`src/core/swg_pkg.sv`:
```
// Package of register indices, field positions and reset values for the
// sleep/wake and pin-level register bank.
// Assumes a single 125 MHz register clock and a word-per-register bus map.
package swg_pkg;

  // ==========================================================================
  // Register indices (byte address is four times the index)
  // ==========================================================================
  localparam logic [7:0] IDX_NONE      = 8'h00;
  localparam logic [7:0] IDX_WDOG      = 8'hF4;
  localparam logic [7:0] IDX_GRP_ONE   = 8'hF6;
  localparam logic [7:0] IDX_GRP_FIVE  = 8'hF9;
  localparam logic [7:0] IDX_GRP_SIX   = 8'hFA;
  localparam logic [7:0] IDX_SLP_CFG   = 8'hF0;
  localparam logic [7:0] IDX_SLP_CMD   = 8'hE2;
  localparam logic [7:0] IDX_STATUS    = 8'hE3;
  localparam logic [7:0] IDX_MASK      = 8'hE4;
  localparam logic [7:0] IDX_IRQ1_EN   = 8'hE5;
  localparam logic [7:0] IDX_IRQ2_EN5  = 8'hE6;
  localparam logic [7:0] IDX_IRQ2_EN6  = 8'hE7;

  // ==========================================================================
  // Low-index aliases, live only outside configuration mode
  // ==========================================================================
  localparam logic [7:0] ALI_LOW       = 8'h01;
  localparam logic [7:0] ALI_HIGH      = 8'h0F;
  localparam logic [7:0] ALI_GRP_ONE   = 8'h01;
  localparam logic [7:0] ALI_WDOG      = 8'h02;
  localparam logic [7:0] ALI_GRP_FIVE  = 8'h03;
  localparam logic [7:0] ALI_GRP_SIX   = 8'h04;
  localparam logic [7:0] ALI_MASK      = 8'h05;
  localparam logic [7:0] ALI_STATUS    = 8'h06;

  // ==========================================================================
  // Field positions
  // ==========================================================================
  localparam int CFG_REDIRECT  = 0;
  localparam int CFG_WAKE_SEL  = 1;
  localparam int CFG_PLL_POWER = 7;
  localparam int CTL_SLEEP_EN  = 0;
  localparam int CTL_TYPE_LSB  = 1;
  localparam int TYPE_W        = 3;
  localparam int STS_SLP_SMI   = 0;
  localparam int STS_WAKE      = 1;
  localparam int STS_W         = 2;

  // ==========================================================================
  // Reset values and implemented-bit masks
  // ==========================================================================
  localparam logic [7:0] RST_REG       = 8'h00;
  localparam logic [7:0] CFG_MASK      = 8'h83;
  localparam logic [7:0] GRP_FIVE_MASK = 8'h1D;

endpackage : swg_pkg

```
`src/core/swg_sync.sv`:
```
// Two-stage synchroniser for a bundle of asynchronous pin levels.
// Assumes the levels may change at any time relative to clk_sys.
`timescale 1ns/100ps
module swg_sync #(
  parameter int WIDTH = 8
) (
  // Clock and reset
  input  wire logic             clk_sys,
  input  wire logic             sys_rst,
  // Levels
  input  wire logic [WIDTH-1:0] async_in,
  output logic      [WIDTH-1:0] sync_out
);

  typedef struct packed {
    logic [WIDTH-1:0] meta;
    logic [WIDTH-1:0] stable;
  } swg_sync_s;

  swg_sync_s s;
  swg_sync_s next_s;

  // The first stage feeds only the second one.
  always_comb begin
    next_s.meta   = async_in;
    next_s.stable = s.meta;
  end

  // ==========================================================================
  // State register
  // ==========================================================================
  always_ff @(posedge clk_sys) begin
    if (sys_rst) begin
      s <= '0;
    end else begin
      s <= next_s;
    end
  end

  assign sync_out = s.stable;

endmodule // swg_sync

```
`src/core/swg_edge.sv`:
```
// Edge detector giving one-cycle rise and fall pulses per input line.
// Assumes the inputs are already synchronous to clk_sys.
`timescale 1ns/100ps
module swg_edge #(
  parameter int WIDTH = 2
) (
  // Clock and reset
  input  wire logic             clk_sys,
  input  wire logic             sys_rst,
  // Levels and pulses
  input  wire logic [WIDTH-1:0] level,
  output logic      [WIDTH-1:0] rise,
  output logic      [WIDTH-1:0] fall
);

  typedef struct packed {
    logic [WIDTH-1:0] prev;
  } swg_edge_s;

  swg_edge_s s;
  swg_edge_s next_s;

  // Remember the last level so each edge yields a single pulse.
  always_comb begin
    next_s.prev = level;
  end

  // ==========================================================================
  // State register
  // ==========================================================================
  always_ff @(posedge clk_sys) begin
    if (sys_rst) begin
      s <= '0;
    end else begin
      s <= next_s;
    end
  end

  assign rise = level & ~s.prev;
  assign fall = ~level & s.prev;

endmodule // swg_edge

```
`src/core/swg_regs.sv`:
```
// Sleep/wake configuration, pin-level readback and pin interrupt routing,
// reached as an Avalon-MM slave with waitrequest.
// Assumes pins are asynchronous and the bus master runs on clk_sys.
`timescale 1ns/100ps

// Summary of operation
// - Group six pin levels readable at 0xFA
// - Low-index aliases active outside configuration mode
// - Group one to irq one, five/six to two
// - Sleep write starts sleep when not redirected
// - Redirected sleep write raises SMI, no sleep
// - Every sleep write sets SMI status flag
// - Select zero: wake flag on power-on fall
// - Select one: also set on wake events
// - PLL power bit drives infrared PLL
module swg_regs
  import swg_pkg::*;
(
  // Clock and reset
  input  wire logic        clk_sys,
  input  wire logic        sys_rst,
  // Avalon-MM slave, byte address
  input  wire logic [9:0]  avs_address,
  input  wire logic        avs_read,
  input  wire logic        avs_write,
  input  wire logic [3:0]  avs_byteenable,
  input  wire logic [31:0] avs_writedata,
  output logic      [31:0] avs_readdata,
  output logic             avs_waitrequest,
  // Configuration state from the surrounding controller
  input  wire logic        config_mode,
  // Asynchronous pins
  input  wire logic [7:0]  pin_group_one_lines,
  input  wire logic [7:0]  pin_group_five_lines,
  input  wire logic [7:0]  pin_group_six_lines,
  input  wire logic        power_on_request_n,
  input  wire logic        wake_event,
  input  wire logic        ir_pll_ready,
  // Power sequencer and interrupt outputs
  output logic             sleep_start,
  output logic [2:0]       sleep_type,
  output logic             smi_request,
  output logic             general_irq_one,
  output logic             general_irq_two,
  output logic             ir_pll_power,
  output logic             ir_clk_use_pll,
  output logic             irq
);

  // ==========================================================================
  // State
  // ==========================================================================
  typedef struct packed {
    logic              waitreq;
    logic [7:0]        rdata;
    logic [7:0]        cfg;
    logic [7:0]        wdt;
    logic [7:0]        en_one;
    logic [7:0]        en_five;
    logic [7:0]        en_six;
    logic [STS_W-1:0]  mask;
    logic [STS_W-1:0]  status;
    logic [TYPE_W-1:0] slp_type;
    logic              slp_start;
    logic              smi;
    logic              gpi_one;
    logic              gpi_two;
    logic              pll;
    logic              pll_sel;
    logic              irq;
  } swg_regs_s;

  swg_regs_s s;
  swg_regs_s next_s;

  logic [26:0] pins_sync;
  logic [7:0]  g1_sync;
  logic [7:0]  g5_sync;
  logic [7:0]  g6_sync;
  logic        pwr_n_sync;
  logic        wake_sync;
  logic        pll_ready_sync;
  logic [1:0]  ev_rise;
  logic [1:0]  ev_fall;
  logic        pwr_fall;
  logic        wake_rise;
  logic [7:0]  home;
  logic        req;
  logic        done;
  logic        wr_lo;
  logic        sleep_wr;

  // ==========================================================================
  // Pin synchronisation and edge detection
  // ==========================================================================
  swg_sync #(
    .WIDTH (27)
  ) u_sync (
    .clk_sys  (clk_sys),
    .sys_rst  (sys_rst),
    .async_in ({ir_pll_ready, wake_event, power_on_request_n,
                pin_group_six_lines, pin_group_five_lines,
                pin_group_one_lines}),
    .sync_out (pins_sync)
  );

  // Levels read by the bank come only from the second stage.
  assign g1_sync        = pins_sync[7:0];
  assign g5_sync        = pins_sync[15:8] & GRP_FIVE_MASK;
  assign g6_sync        = pins_sync[23:16];
  assign pwr_n_sync     = pins_sync[24];
  assign wake_sync      = pins_sync[25];
  assign pll_ready_sync = pins_sync[26];

  swg_edge #(
    .WIDTH (2)
  ) u_edge (
    .clk_sys (clk_sys),
    .sys_rst (sys_rst),
    .level   ({wake_sync, pwr_n_sync}),
    .rise    (ev_rise),
    .fall    (ev_fall)
  );

  assign pwr_fall  = ev_fall[0];
  assign wake_rise = ev_rise[1];

  // ==========================================================================
  // Address decoding
  // ==========================================================================
  // Maps a word index to its home index; aliases resolve to the same
  // storage so a read or write through either path has one effect.
  function automatic logic [7:0] map_index(input logic [7:0] w,
                                           input logic       cfg_on);
    logic [7:0] h;
    h = IDX_NONE;
    if (!cfg_on && w >= ALI_LOW && w <= ALI_HIGH) begin
      if (w == ALI_GRP_ONE) begin
        h = IDX_GRP_ONE;
      end else if (w == ALI_WDOG) begin
        h = IDX_WDOG;
      end else if (w == ALI_GRP_FIVE) begin
        h = IDX_GRP_FIVE;
      end else if (w == ALI_GRP_SIX) begin
        h = IDX_GRP_SIX;
      end else if (w == ALI_MASK) begin
        h = IDX_MASK;
      end else if (w == ALI_STATUS) begin
        h = IDX_STATUS;
      end
    end else if (w == IDX_WDOG || w == IDX_GRP_ONE ||
                 w == IDX_GRP_FIVE || w == IDX_GRP_SIX ||
                 w == IDX_SLP_CFG || w == IDX_SLP_CMD ||
                 w == IDX_STATUS || w == IDX_MASK ||
                 w == IDX_IRQ1_EN || w == IDX_IRQ2_EN5 ||
                 w == IDX_IRQ2_EN6) begin
      h = w;
    end
    return h;
  endfunction

  // Read value of a home index; unmapped indices read as zero.
  function automatic logic [7:0] read_value(input logic [7:0] h,
                                            input swg_regs_s  st,
                                            input logic [7:0] g1,
                                            input logic [7:0] g5,
                                            input logic [7:0] g6);
    logic [7:0] v;
    v = 8'h00;
    if (h == IDX_GRP_SIX) begin
      v = g6;
    end else if (h == IDX_GRP_FIVE) begin
      v = g5;
    end else if (h == IDX_GRP_ONE) begin
      v = g1;
    end else if (h == IDX_WDOG) begin
      v = st.wdt;
    end else if (h == IDX_SLP_CFG) begin
      v = st.cfg;
    end else if (h == IDX_SLP_CMD) begin
      v = {4'h0, st.slp_type, 1'b0};
    end else if (h == IDX_STATUS) begin
      v = {6'h00, st.status};
    end else if (h == IDX_MASK) begin
      v = {6'h00, st.mask};
    end else if (h == IDX_IRQ1_EN) begin
      v = st.en_one;
    end else if (h == IDX_IRQ2_EN5) begin
      v = st.en_five;
    end else if (h == IDX_IRQ2_EN6) begin
      v = st.en_six;
    end
    return v;
  endfunction

  assign home     = map_index(avs_address[9:2], config_mode);
  assign req      = avs_read | avs_write;
  // A request completes on the edge where waitrequest is seen low.
  assign done     = req & ~s.waitreq;
  assign wr_lo    = done & avs_write & avs_byteenable[0];
  assign sleep_wr = wr_lo & (home == IDX_SLP_CMD) &
                    avs_writedata[CTL_SLEEP_EN];

  // ==========================================================================
  // Next-state logic
  // ==========================================================================
  // One wait cycle: sampling a request drops waitrequest with the read
  // data already registered, so the data never lags the handshake.
  always_comb begin
    next_s           = s;
    next_s.slp_start = 1'b0;
    next_s.waitreq   = 1'b1;
    if (req && s.waitreq) begin
      next_s.waitreq = 1'b0;
      next_s.rdata   = avs_read ?
                       read_value(home, s, g1_sync, g5_sync, g6_sync) : 8'h00;
    end

    // Register writes, low byte lane only.
    if (wr_lo) begin
      if (home == IDX_SLP_CFG) begin
        next_s.cfg = avs_writedata[7:0] & CFG_MASK;
      end else if (home == IDX_WDOG) begin
        next_s.wdt = avs_writedata[7:0];
      end else if (home == IDX_SLP_CMD) begin
        next_s.slp_type = avs_writedata[CTL_TYPE_LSB +: TYPE_W];
      end else if (home == IDX_MASK) begin
        next_s.mask = avs_writedata[STS_W-1:0];
      end else if (home == IDX_IRQ1_EN) begin
        next_s.en_one = avs_writedata[7:0];
      end else if (home == IDX_IRQ2_EN5) begin
        next_s.en_five = avs_writedata[7:0] & GRP_FIVE_MASK;
      end else if (home == IDX_IRQ2_EN6) begin
        next_s.en_six = avs_writedata[7:0];
      end
    end

    // Status read clears first, so a same-cycle event below still sets.
    if (done && avs_read && home == IDX_STATUS) begin
      next_s.status = '0;
    end

    // Sleep-enable writes: start only when not redirected.
    if (sleep_wr) begin
      next_s.status[STS_SLP_SMI] = 1'b1;
      if (!s.cfg[CFG_REDIRECT]) begin
        next_s.slp_start = 1'b1;
        next_s.slp_type  = avs_writedata[CTL_TYPE_LSB +: TYPE_W];
      end
    end

    // Wake status sources chosen by the select bit.
    if (pwr_fall) begin
      next_s.status[STS_WAKE] = 1'b1;
    end
    if (s.cfg[CFG_WAKE_SEL] && wake_rise) begin
      next_s.status[STS_WAKE] = 1'b1;
    end

    // The flag always sets; only the redirect lets it reach the SMI.
    next_s.smi = next_s.status[STS_SLP_SMI] &
                 next_s.cfg[CFG_REDIRECT];
    next_s.gpi_one = |(g1_sync & s.en_one);
    next_s.gpi_two = |(g5_sync & s.en_five) |
                     |(g6_sync & s.en_six);
    // The clock switch waits for the PLL to report ready, so the wake
    // detector never runs from an unsettled clock.
    next_s.pll     = s.cfg[CFG_PLL_POWER];
    next_s.pll_sel = s.cfg[CFG_PLL_POWER] & pll_ready_sync;
    next_s.irq     = |(next_s.status & next_s.mask);
  end

  // ==========================================================================
  // State register
  // ==========================================================================
  always_ff @(posedge clk_sys) begin
    if (sys_rst) begin
      s         <= '0;
      s.waitreq <= 1'b1;
    end else begin
      s <= next_s;
    end
  end

  // Outputs come straight from the state register.
  assign avs_readdata    = {24'h000000, s.rdata};
  assign avs_waitrequest = s.waitreq;
  assign sleep_start     = s.slp_start;
  assign sleep_type      = s.slp_type;
  assign smi_request     = s.smi;
  assign general_irq_one = s.gpi_one;
  assign general_irq_two = s.gpi_two;
  assign ir_pll_power    = s.pll;
  assign ir_clk_use_pll  = s.pll_sel;
  assign irq             = s.irq;

  // True when the current write also rewrites the configuration register.
  function automatic logic wr_lo_cfg_change();
    return wr_lo && home == IDX_SLP_CFG;
  endfunction
endmodule // swg_regs

```
`config.mk`:
```
export PLATFORM = sky130hd
export DESIGN_NAME = swg_regs
export DESIGN_NICKNAME = d
export VERILOG_FILES = /design/src/core/swg_pkg.sv /design/src/core/swg_sync.sv /design/src/core/swg_edge.sv /design/src/core/swg_regs.sv
export SDC_FILE = /design/constraint.sdc
export NUM_CORES = 1
export LEC_CHECK = 0
export BUFFER_PORTS_ARGS = -buffer_cell sky130_fd_sc_hd__buf_2
export CAP_MARGIN = 5
export CORE_ASPECT_RATIO = 1.2
export CORE_MARGIN = 2
export CORE_UTILIZATION = 50
export CTS_BUF_LIST = sky130_fd_sc_hd__clkbuf_4
export DETAILED_ROUTE_END_ITERATION = 16
export GPL_ROUTABILITY_DRIVEN = 0
export PLACE_DENSITY = 0.76
export SLEW_MARGIN = 20
export SYNTH_ARGS = -nofsm -noshare
export SYNTH_HDL_FRONTEND = slang
export SYNTH_HIERARCHICAL = 1
export SYNTH_SLANG_ARGS = --single-unit
```
`constraint.sdc`:
```
create_clock -name clk_sys -period 5.05 [get_ports clk_sys]
set_input_delay 0.505 -clock clk_sys [delete_from_list [all_inputs] [get_ports clk_sys]]
set_output_delay 0.505 -clock clk_sys [all_outputs]
set_load 0.05 [all_outputs]
```
# Word level (Yosys, flattened, before mapping)
# Index checks and enable logic that the tools add are counted.
[word_totals] reg_bits=110 output_inout_bits=43 elab_cells=146
[classes] magnitude_cmp=2 eq_ne=28 mux=43 bitwise=25 reduce_logical=27
[op_table] operator="8-bit two-way mux" count=24
[op_table] operator="8-bit == test (second input constant)" count=22
[op_table] operator="26-bit two-way mux" count=2
[op_table] operator="35-bit two-way mux" count=1
[op_table] operator="34-bit two-way mux" count=1
[op_table] operator="8-bit by 3-bit == test with 1-bit output (second input constant)" count=3
[op_table] operator="24-bit two-way mux" count=1
[op_table] operator="8-bit OR reduction" count=3
[op_table] operator="8-bit bitwise AND" count=2
[op_table] operator="8-bit by 2-bit == test with 1-bit output (second input constant)" count=2
[op_table] operator="13-bit two-way mux" count=1
[op_table] operator="3-bit two-way mux" count=4
[op_table] operator="1-bit logical OR" count=10
[op_table] operator="5-bit two-way mux" count=2
[op_table] operator="9-bit two-way mux" count=1
[op_table] operator="1-bit inverter" count=9
[op_table] operator="1-bit bitwise AND" count=8
[op_table] operator="8-bit by 1-bit == test with 1-bit output (second input constant)" count=1
[op_table] operator="8-bit by 1-bit >= comparator with 1-bit output (second input constant)" count=1
[op_table] operator="8-bit by 4-bit less-or-equal comparator with 1-bit output (second input constant)" count=1
[op_table] operator="8-bit AND reduction" count=1
[op_table] operator="7-bit AND reduction" count=1
[op_table] operator="1-bit logical AND" count=6
[op_table] operator="6-bit AND reduction" count=1
[op_table] operator="11 further kinds" count=17

# Longest topological paths before layout
[depth] depth_word=27 ltp_mapped=10

# Cells and area by module
# Netlist, hierarchy kept.
[by_module_without_submodules] mod="swg_regs" instances=1 cells_per_inst=411 area_each_um2=3395.8 seq_area_each_um2=1081.0
[by_module_without_submodules] mod="swg_sync" instances=1 cells_per_inst=113 area_each_um2=1443.9 seq_area_each_um2=1081.0
[by_module_without_submodules] mod="swg_edge" instances=1 cells_per_inst=8 area_each_um2=77.6 seq_area_each_um2=40.0

# Worst setup path after synthesis
# Ideal clock, no wire load.
[synth_timing] kind="input -> register" start="input port avs_address[7]" end="register s[36] (netlist bit)" setup_ps=128 t_arrival_ps=2646 required_time_ps=4922 path_slack_ps=2277 stages=8 n_path_buf=1 cell_sequence="or4_1 > buf_2 > or3_4 > nand4_4 > o21ai_4 > nor4_4 > mux2i_1 > nor2_1"
[synth_via] elab_chain_len=16 elab_cells_between_ends=49 classes_between="order compare (2); eq/ne (22); mux (8); bitwise (4); reduce/logical (13)"
[synth_rtl] element="start, declared" line="swg_regs.sv:23" rtl="input wire logic [9:0] avs_address,"
[synth_rtl] element="8-bit == test" line="swg_regs.sv:151" rtl="end else if (w == IDX_WDOG || w == IDX_GRP_ONE ||"
[synth_rtl] element="1-bit logical OR (2 in series)" line="swg_regs.sv:151"
[synth_rtl] element="1-bit logical OR (2 in series)" line="swg_regs.sv:152" rtl="w == IDX_GRP_FIVE || w == IDX_GRP_SIX ||"
[synth_rtl] element="1-bit logical OR (2 in series)" line="swg_regs.sv:153" rtl="w == IDX_SLP_CFG || w == IDX_SLP_CMD ||"
[synth_rtl] element="1-bit logical OR (2 in series)" line="swg_regs.sv:154" rtl="w == IDX_STATUS || w == IDX_MASK ||"
[synth_rtl] element="1-bit logical OR (2 in series)" line="swg_regs.sv:155" rtl="w == IDX_IRQ1_EN || w == IDX_IRQ2_EN5 ||"
[synth_rtl] element="8-bit two-way mux" line="swg_regs.sv:151"
[synth_rtl] element="8-bit two-way mux (*)" line="swg_regs.sv:137" rtl="if (!cfg_on && w >= ALI_LOW && w <= ALI_HIGH) begin"
[synth_rtl] element="8-bit == test (on tied branches)"
[synth_rtl] element="1-bit inverter (no source line)"
[synth_rtl] element="6-bit AND reduction (no source line) (*)"
[synth_rtl] element="end signal, assigned" line="swg_regs.sv:281" rtl="s <= next_s;"
[synth_rtl] element="end, declared" line="swg_regs.sv:73" rtl="swg_regs_s s;"
# Every way passes the cells marked *; elsewhere a longest branch is shown, timed or not.
# A chain may end at the register's enable or synchronous reset.

# Final worst setup path
[layout_timing] start="input port avs_address[7]" end="register s, in the netlist avs_readdata[3]"
[layout_via] elab_chain_len=26 elab_cells_between_ends=62 classes_between="order compare (2); eq/ne (28); mux (20); reduce/logical (12)"
[layout_rtl] element="8-bit == test" line="swg_regs.sv:151"
[layout_rtl] element="1-bit logical OR (2 in series)" line="swg_regs.sv:151"
[layout_rtl] element="1-bit logical OR (2 in series)" line="swg_regs.sv:152"
[layout_rtl] element="1-bit logical OR (2 in series)" line="swg_regs.sv:153"
[layout_rtl] element="1-bit logical OR (2 in series)" line="swg_regs.sv:154"
[layout_rtl] element="1-bit logical OR (2 in series)" line="swg_regs.sv:155"
[layout_rtl] element="8-bit two-way mux" line="swg_regs.sv:151"
[layout_rtl] element="8-bit two-way mux (*)" line="swg_regs.sv:137"
[layout_rtl] element="(+5 left out)"
[layout_rtl] element="8-bit two-way mux" line="swg_regs.sv:182" rtl="end else if (h == IDX_STATUS) begin"
[layout_rtl] element="8-bit two-way mux" line="swg_regs.sv:180" rtl="end else if (h == IDX_SLP_CMD) begin"
[layout_rtl] element="8-bit two-way mux" line="swg_regs.sv:178" rtl="end else if (h == IDX_SLP_CFG) begin"
[layout_rtl] element="8-bit two-way mux" line="swg_regs.sv:176" rtl="end else if (h == IDX_WDOG) begin"
[layout_rtl] element="8-bit two-way mux" line="swg_regs.sv:174" rtl="end else if (h == IDX_GRP_ONE) begin"
[layout_rtl] element="8-bit two-way mux" line="swg_regs.sv:172" rtl="end else if (h == IDX_GRP_FIVE) begin"
[layout_rtl] element="8-bit two-way mux (*)" line="swg_regs.sv:170" rtl="if (h == IDX_GRP_SIX) begin"
[layout_rtl] element="8-bit two-way mux (*)" line="swg_regs.sv:215" rtl="next_s.rdata = avs_read ?"
# Marked as above.

==> metrics.md <==
| Metric | Value |
|---|---|
| Setup Fix Bufs, Post-CTS | 0 |
| Vias post-DR | a little under 4,000 |
| Worst Path Arrival | roughly 3400 ps |
| Vias in the first global route | 3,642 |
| # rows | 38 |
| Slew HR | between 20% and 30% |
| Critical Path RT | roughly 5400 ps |
| Synth warnings | 6 |
| Crit Path Category | in2reg |
| CP max FO | 9 |
| Initial antenna violation count | 0 |
| Detail Placement HPWL | 8340 microns |
| Ant. Diodes | 0 |
| Worst hold path class | in2reg |
| MaxCap Viol Count | 0 |
| Worst vdd ir | just over 0.2 mV |
| Setup TNS Final | 0 ps |
| Max Fclk | between 300 and 400 MHz |
| Startpoint Class | input pin |
| Tcrit/Tclk final | around three fifths |
| Final hold viol count | 0 |
| Hold wc startpoint | pin_group_six_lines[1] |
| Cell Chain, Critical Path | buf_2, nor4_1, nand3b_1, o22ai_1, nor4_2, o2bb2ai_1, a2111oi_0, a21oi_1 |
| Worst Setup SP | avs_address[7] |
| Fill count | 838 |
| Register-to-register setup slack | approximately 2900 ps |
| Core ar. | between 9000 and 10,000 sq um |
| Internal cell power | approximately 0.00097 W |
| Switch Pwr | around 0.00039 W |
| Starting Density | between 50 and 60% |
| Die area | 10,200 sq um |
| Hold buffers post-CTS | 0 |
| Worst Skew | 20.9 ps |
| Latest clock arrival within the worst-skew pair | 460 ps |
| Post_cts resized | 0 |
| Finished Layout Cells | just under 700 |
| GRT Resource Usage Total | a little under a quarter |
| Min cycle time layout | about 3100 ps |
| IO Pins | approximately 120 |
| Share of layout cells above drive strength 1 | between 10% and 20% |
| R2r startpoint | avs_waitrequest |
| Max-slew violations | 0 |
| Final design utilization | 55.2% |
| Switching Fraction | 28.5% |
| Drt wl/cell | between 15 and 20 microns |
| WHS | ~240 ps |
| Critical Path Max Stage Delay | 850 ps |
| Clk slew on worst S/H paths | 160 ps |
| Crit path capture | avs_readdata[3] |
| Critical path's slowest cell | a2111oi_0 |
| Comb power frac | 11.0% |
| Vias/cell | ~5.9 |
| Status | complete, no violations |
| Reg power frac | roughly three fifths |
| Num Clock Sinks | approximately 100 |
| Clock power share | between 20% and 30% |
| Syn Area/Cell | 9.13 sq um |
| RSZ-0062 raised after global routing | false |
| Kind of end point of the critical path | flip-flop |
| Die X | 92.5 microns |
| R2r endpoint | s[22] |
| Largest net degree at the start of global routing | between 90 and 100 |
| Final nets | 630 |
| Port buffer count | between 60 and 70 |
| Clock buffer depth | 2 |
| TritonCTS buffer count | 9 |
| DR pass1 iterations | 5 |
| Final wirelength | roughly 11,000 microns |
| Final Setup Violations | 0 |
| DR DRC count | 0 |
| Worst r2r path cells | 5 |
| Layout area overhead | 6.77% |
| DR iter-0 viols | between 400 and 500 |
| PwrDens | 271 nW/um^2 |
| DRT antenna net count | 0 |
| Remaining Overflow, GRT | 0 |
| TritonCTS clock tree | done |
| Global-route wire length before repair | 18,100 microns |
| Leak | about 1.9 nW |
| Post-Syn Instances | 514 |
| CTS Root Cell | clkbuf_4 |
| H-tree levels | 3 |
| Synth Cell Area | 4690 sq um |
| Dpl cells | 661 |
| Chip height | approximately 110 microns |
| Slew @ Worst Pin | roughly 1100 ps |
-- per-stage QoR --
| step | setup WS, ps | instance area, sq um | power (W) |
|---|---|---|---|
| after global placement | 1720 | 4890 | 0.000992 |
| final | 1930 | 5010 | 0.00136 |
| after CTS | 2100 | 5010 | 0.00137 |
| after floorplan | 2280 | 4780 | 0.000970 |
| after global routing | 1680 | 5010 | 0.00141 |
| after detailed placement | 1590 | 4890 | 0.000996 |
-- power by group through the flow --
stage          clock (W)  combinational [W]  sequential [W]
4_1_cts         0.000387           0.000148        0.000831
5_1_grt         0.000418           0.000161        0.000834
6_report        0.000376           0.000150        0.000832
3_3_place_gp           0           0.000144        0.000848
3_5_place_dp           0           0.000147        0.000849
2_1_floorplan          0           0.000122        0.000848
-- worst min path at each step --
| stage | end | slack, ps | cells after the start |
|---|---|---|---|
| 3_5_place_dp | u_sync/sync_out[2] | 420 | 1 |
| 5_1_grt | u_sync/next_s[17] | 220 | 2 |
| 4_1_cts | u_sync/next_s[17] | 220 | 2 |
| 2_1_floorplan | ir_clk_use_pll | 410 | 1 |
| 6_report | u_sync/next_s[17] | 240 | 2 |
| 3_3_place_gp | ir_clk_use_pll | 410 | 1 |
-- metal layers --
| layer | global-route usage [%] | wire length (microns) |
|---|---|---|
| met1 | 27.0 | 4440 |
| met2 | 38.8 | 5580 |
| met3 | 4.83 | 864 |
| met4 | 13.2 | 551 |
| met5 | 0 | 0 |
-- final cells by class --
type | instances | area (sq um) | share of cell area (%)
clock buffers | 9 | 67.6 | 1.35
clock inverters | 7 | 56.3 | 1.12
inverters | 7 | 26.3 | 0.524
multi-input cells | 368 | 2350 | 46.8
flip-flops and latches | 102 | 2040 | 40.7
well taps | 120 | 150 | 3.00
repair buffers | 64 | 323 | 6.44
-- cell usage in the layout (no fill, tap or decap), drive strengths merged, types with 9 or more instances in the layout --
| master | instances |
|---|---|
| nor2 | 39 |
| dfxtp | 102 |
| conb | 24 |
| mux2i | 29 |
| inv | 9 |
| nor2b | 53 |
| a21oi | 28 |
| nand2 | 32 |
| clkbuf | 9 |
| nand3 | 24 |
| buf | 64 |
| o21ai | 11 |
-- critical path: cells and delay by family --
kind            cells  cell delay [ps]
compound gates      4             1560
buf+inv             1              130
simple gates        3             1240
-- flip-flops by register name, summed over array words and instances (netlist names), 2 cells and up --
signal           flops
avs_readdata         8
s                   34
sleep_type           3
u_edge/s             2
u_sync/next_s       23
u_sync/sync_out     23
Power figures use the tool's default switching activity.
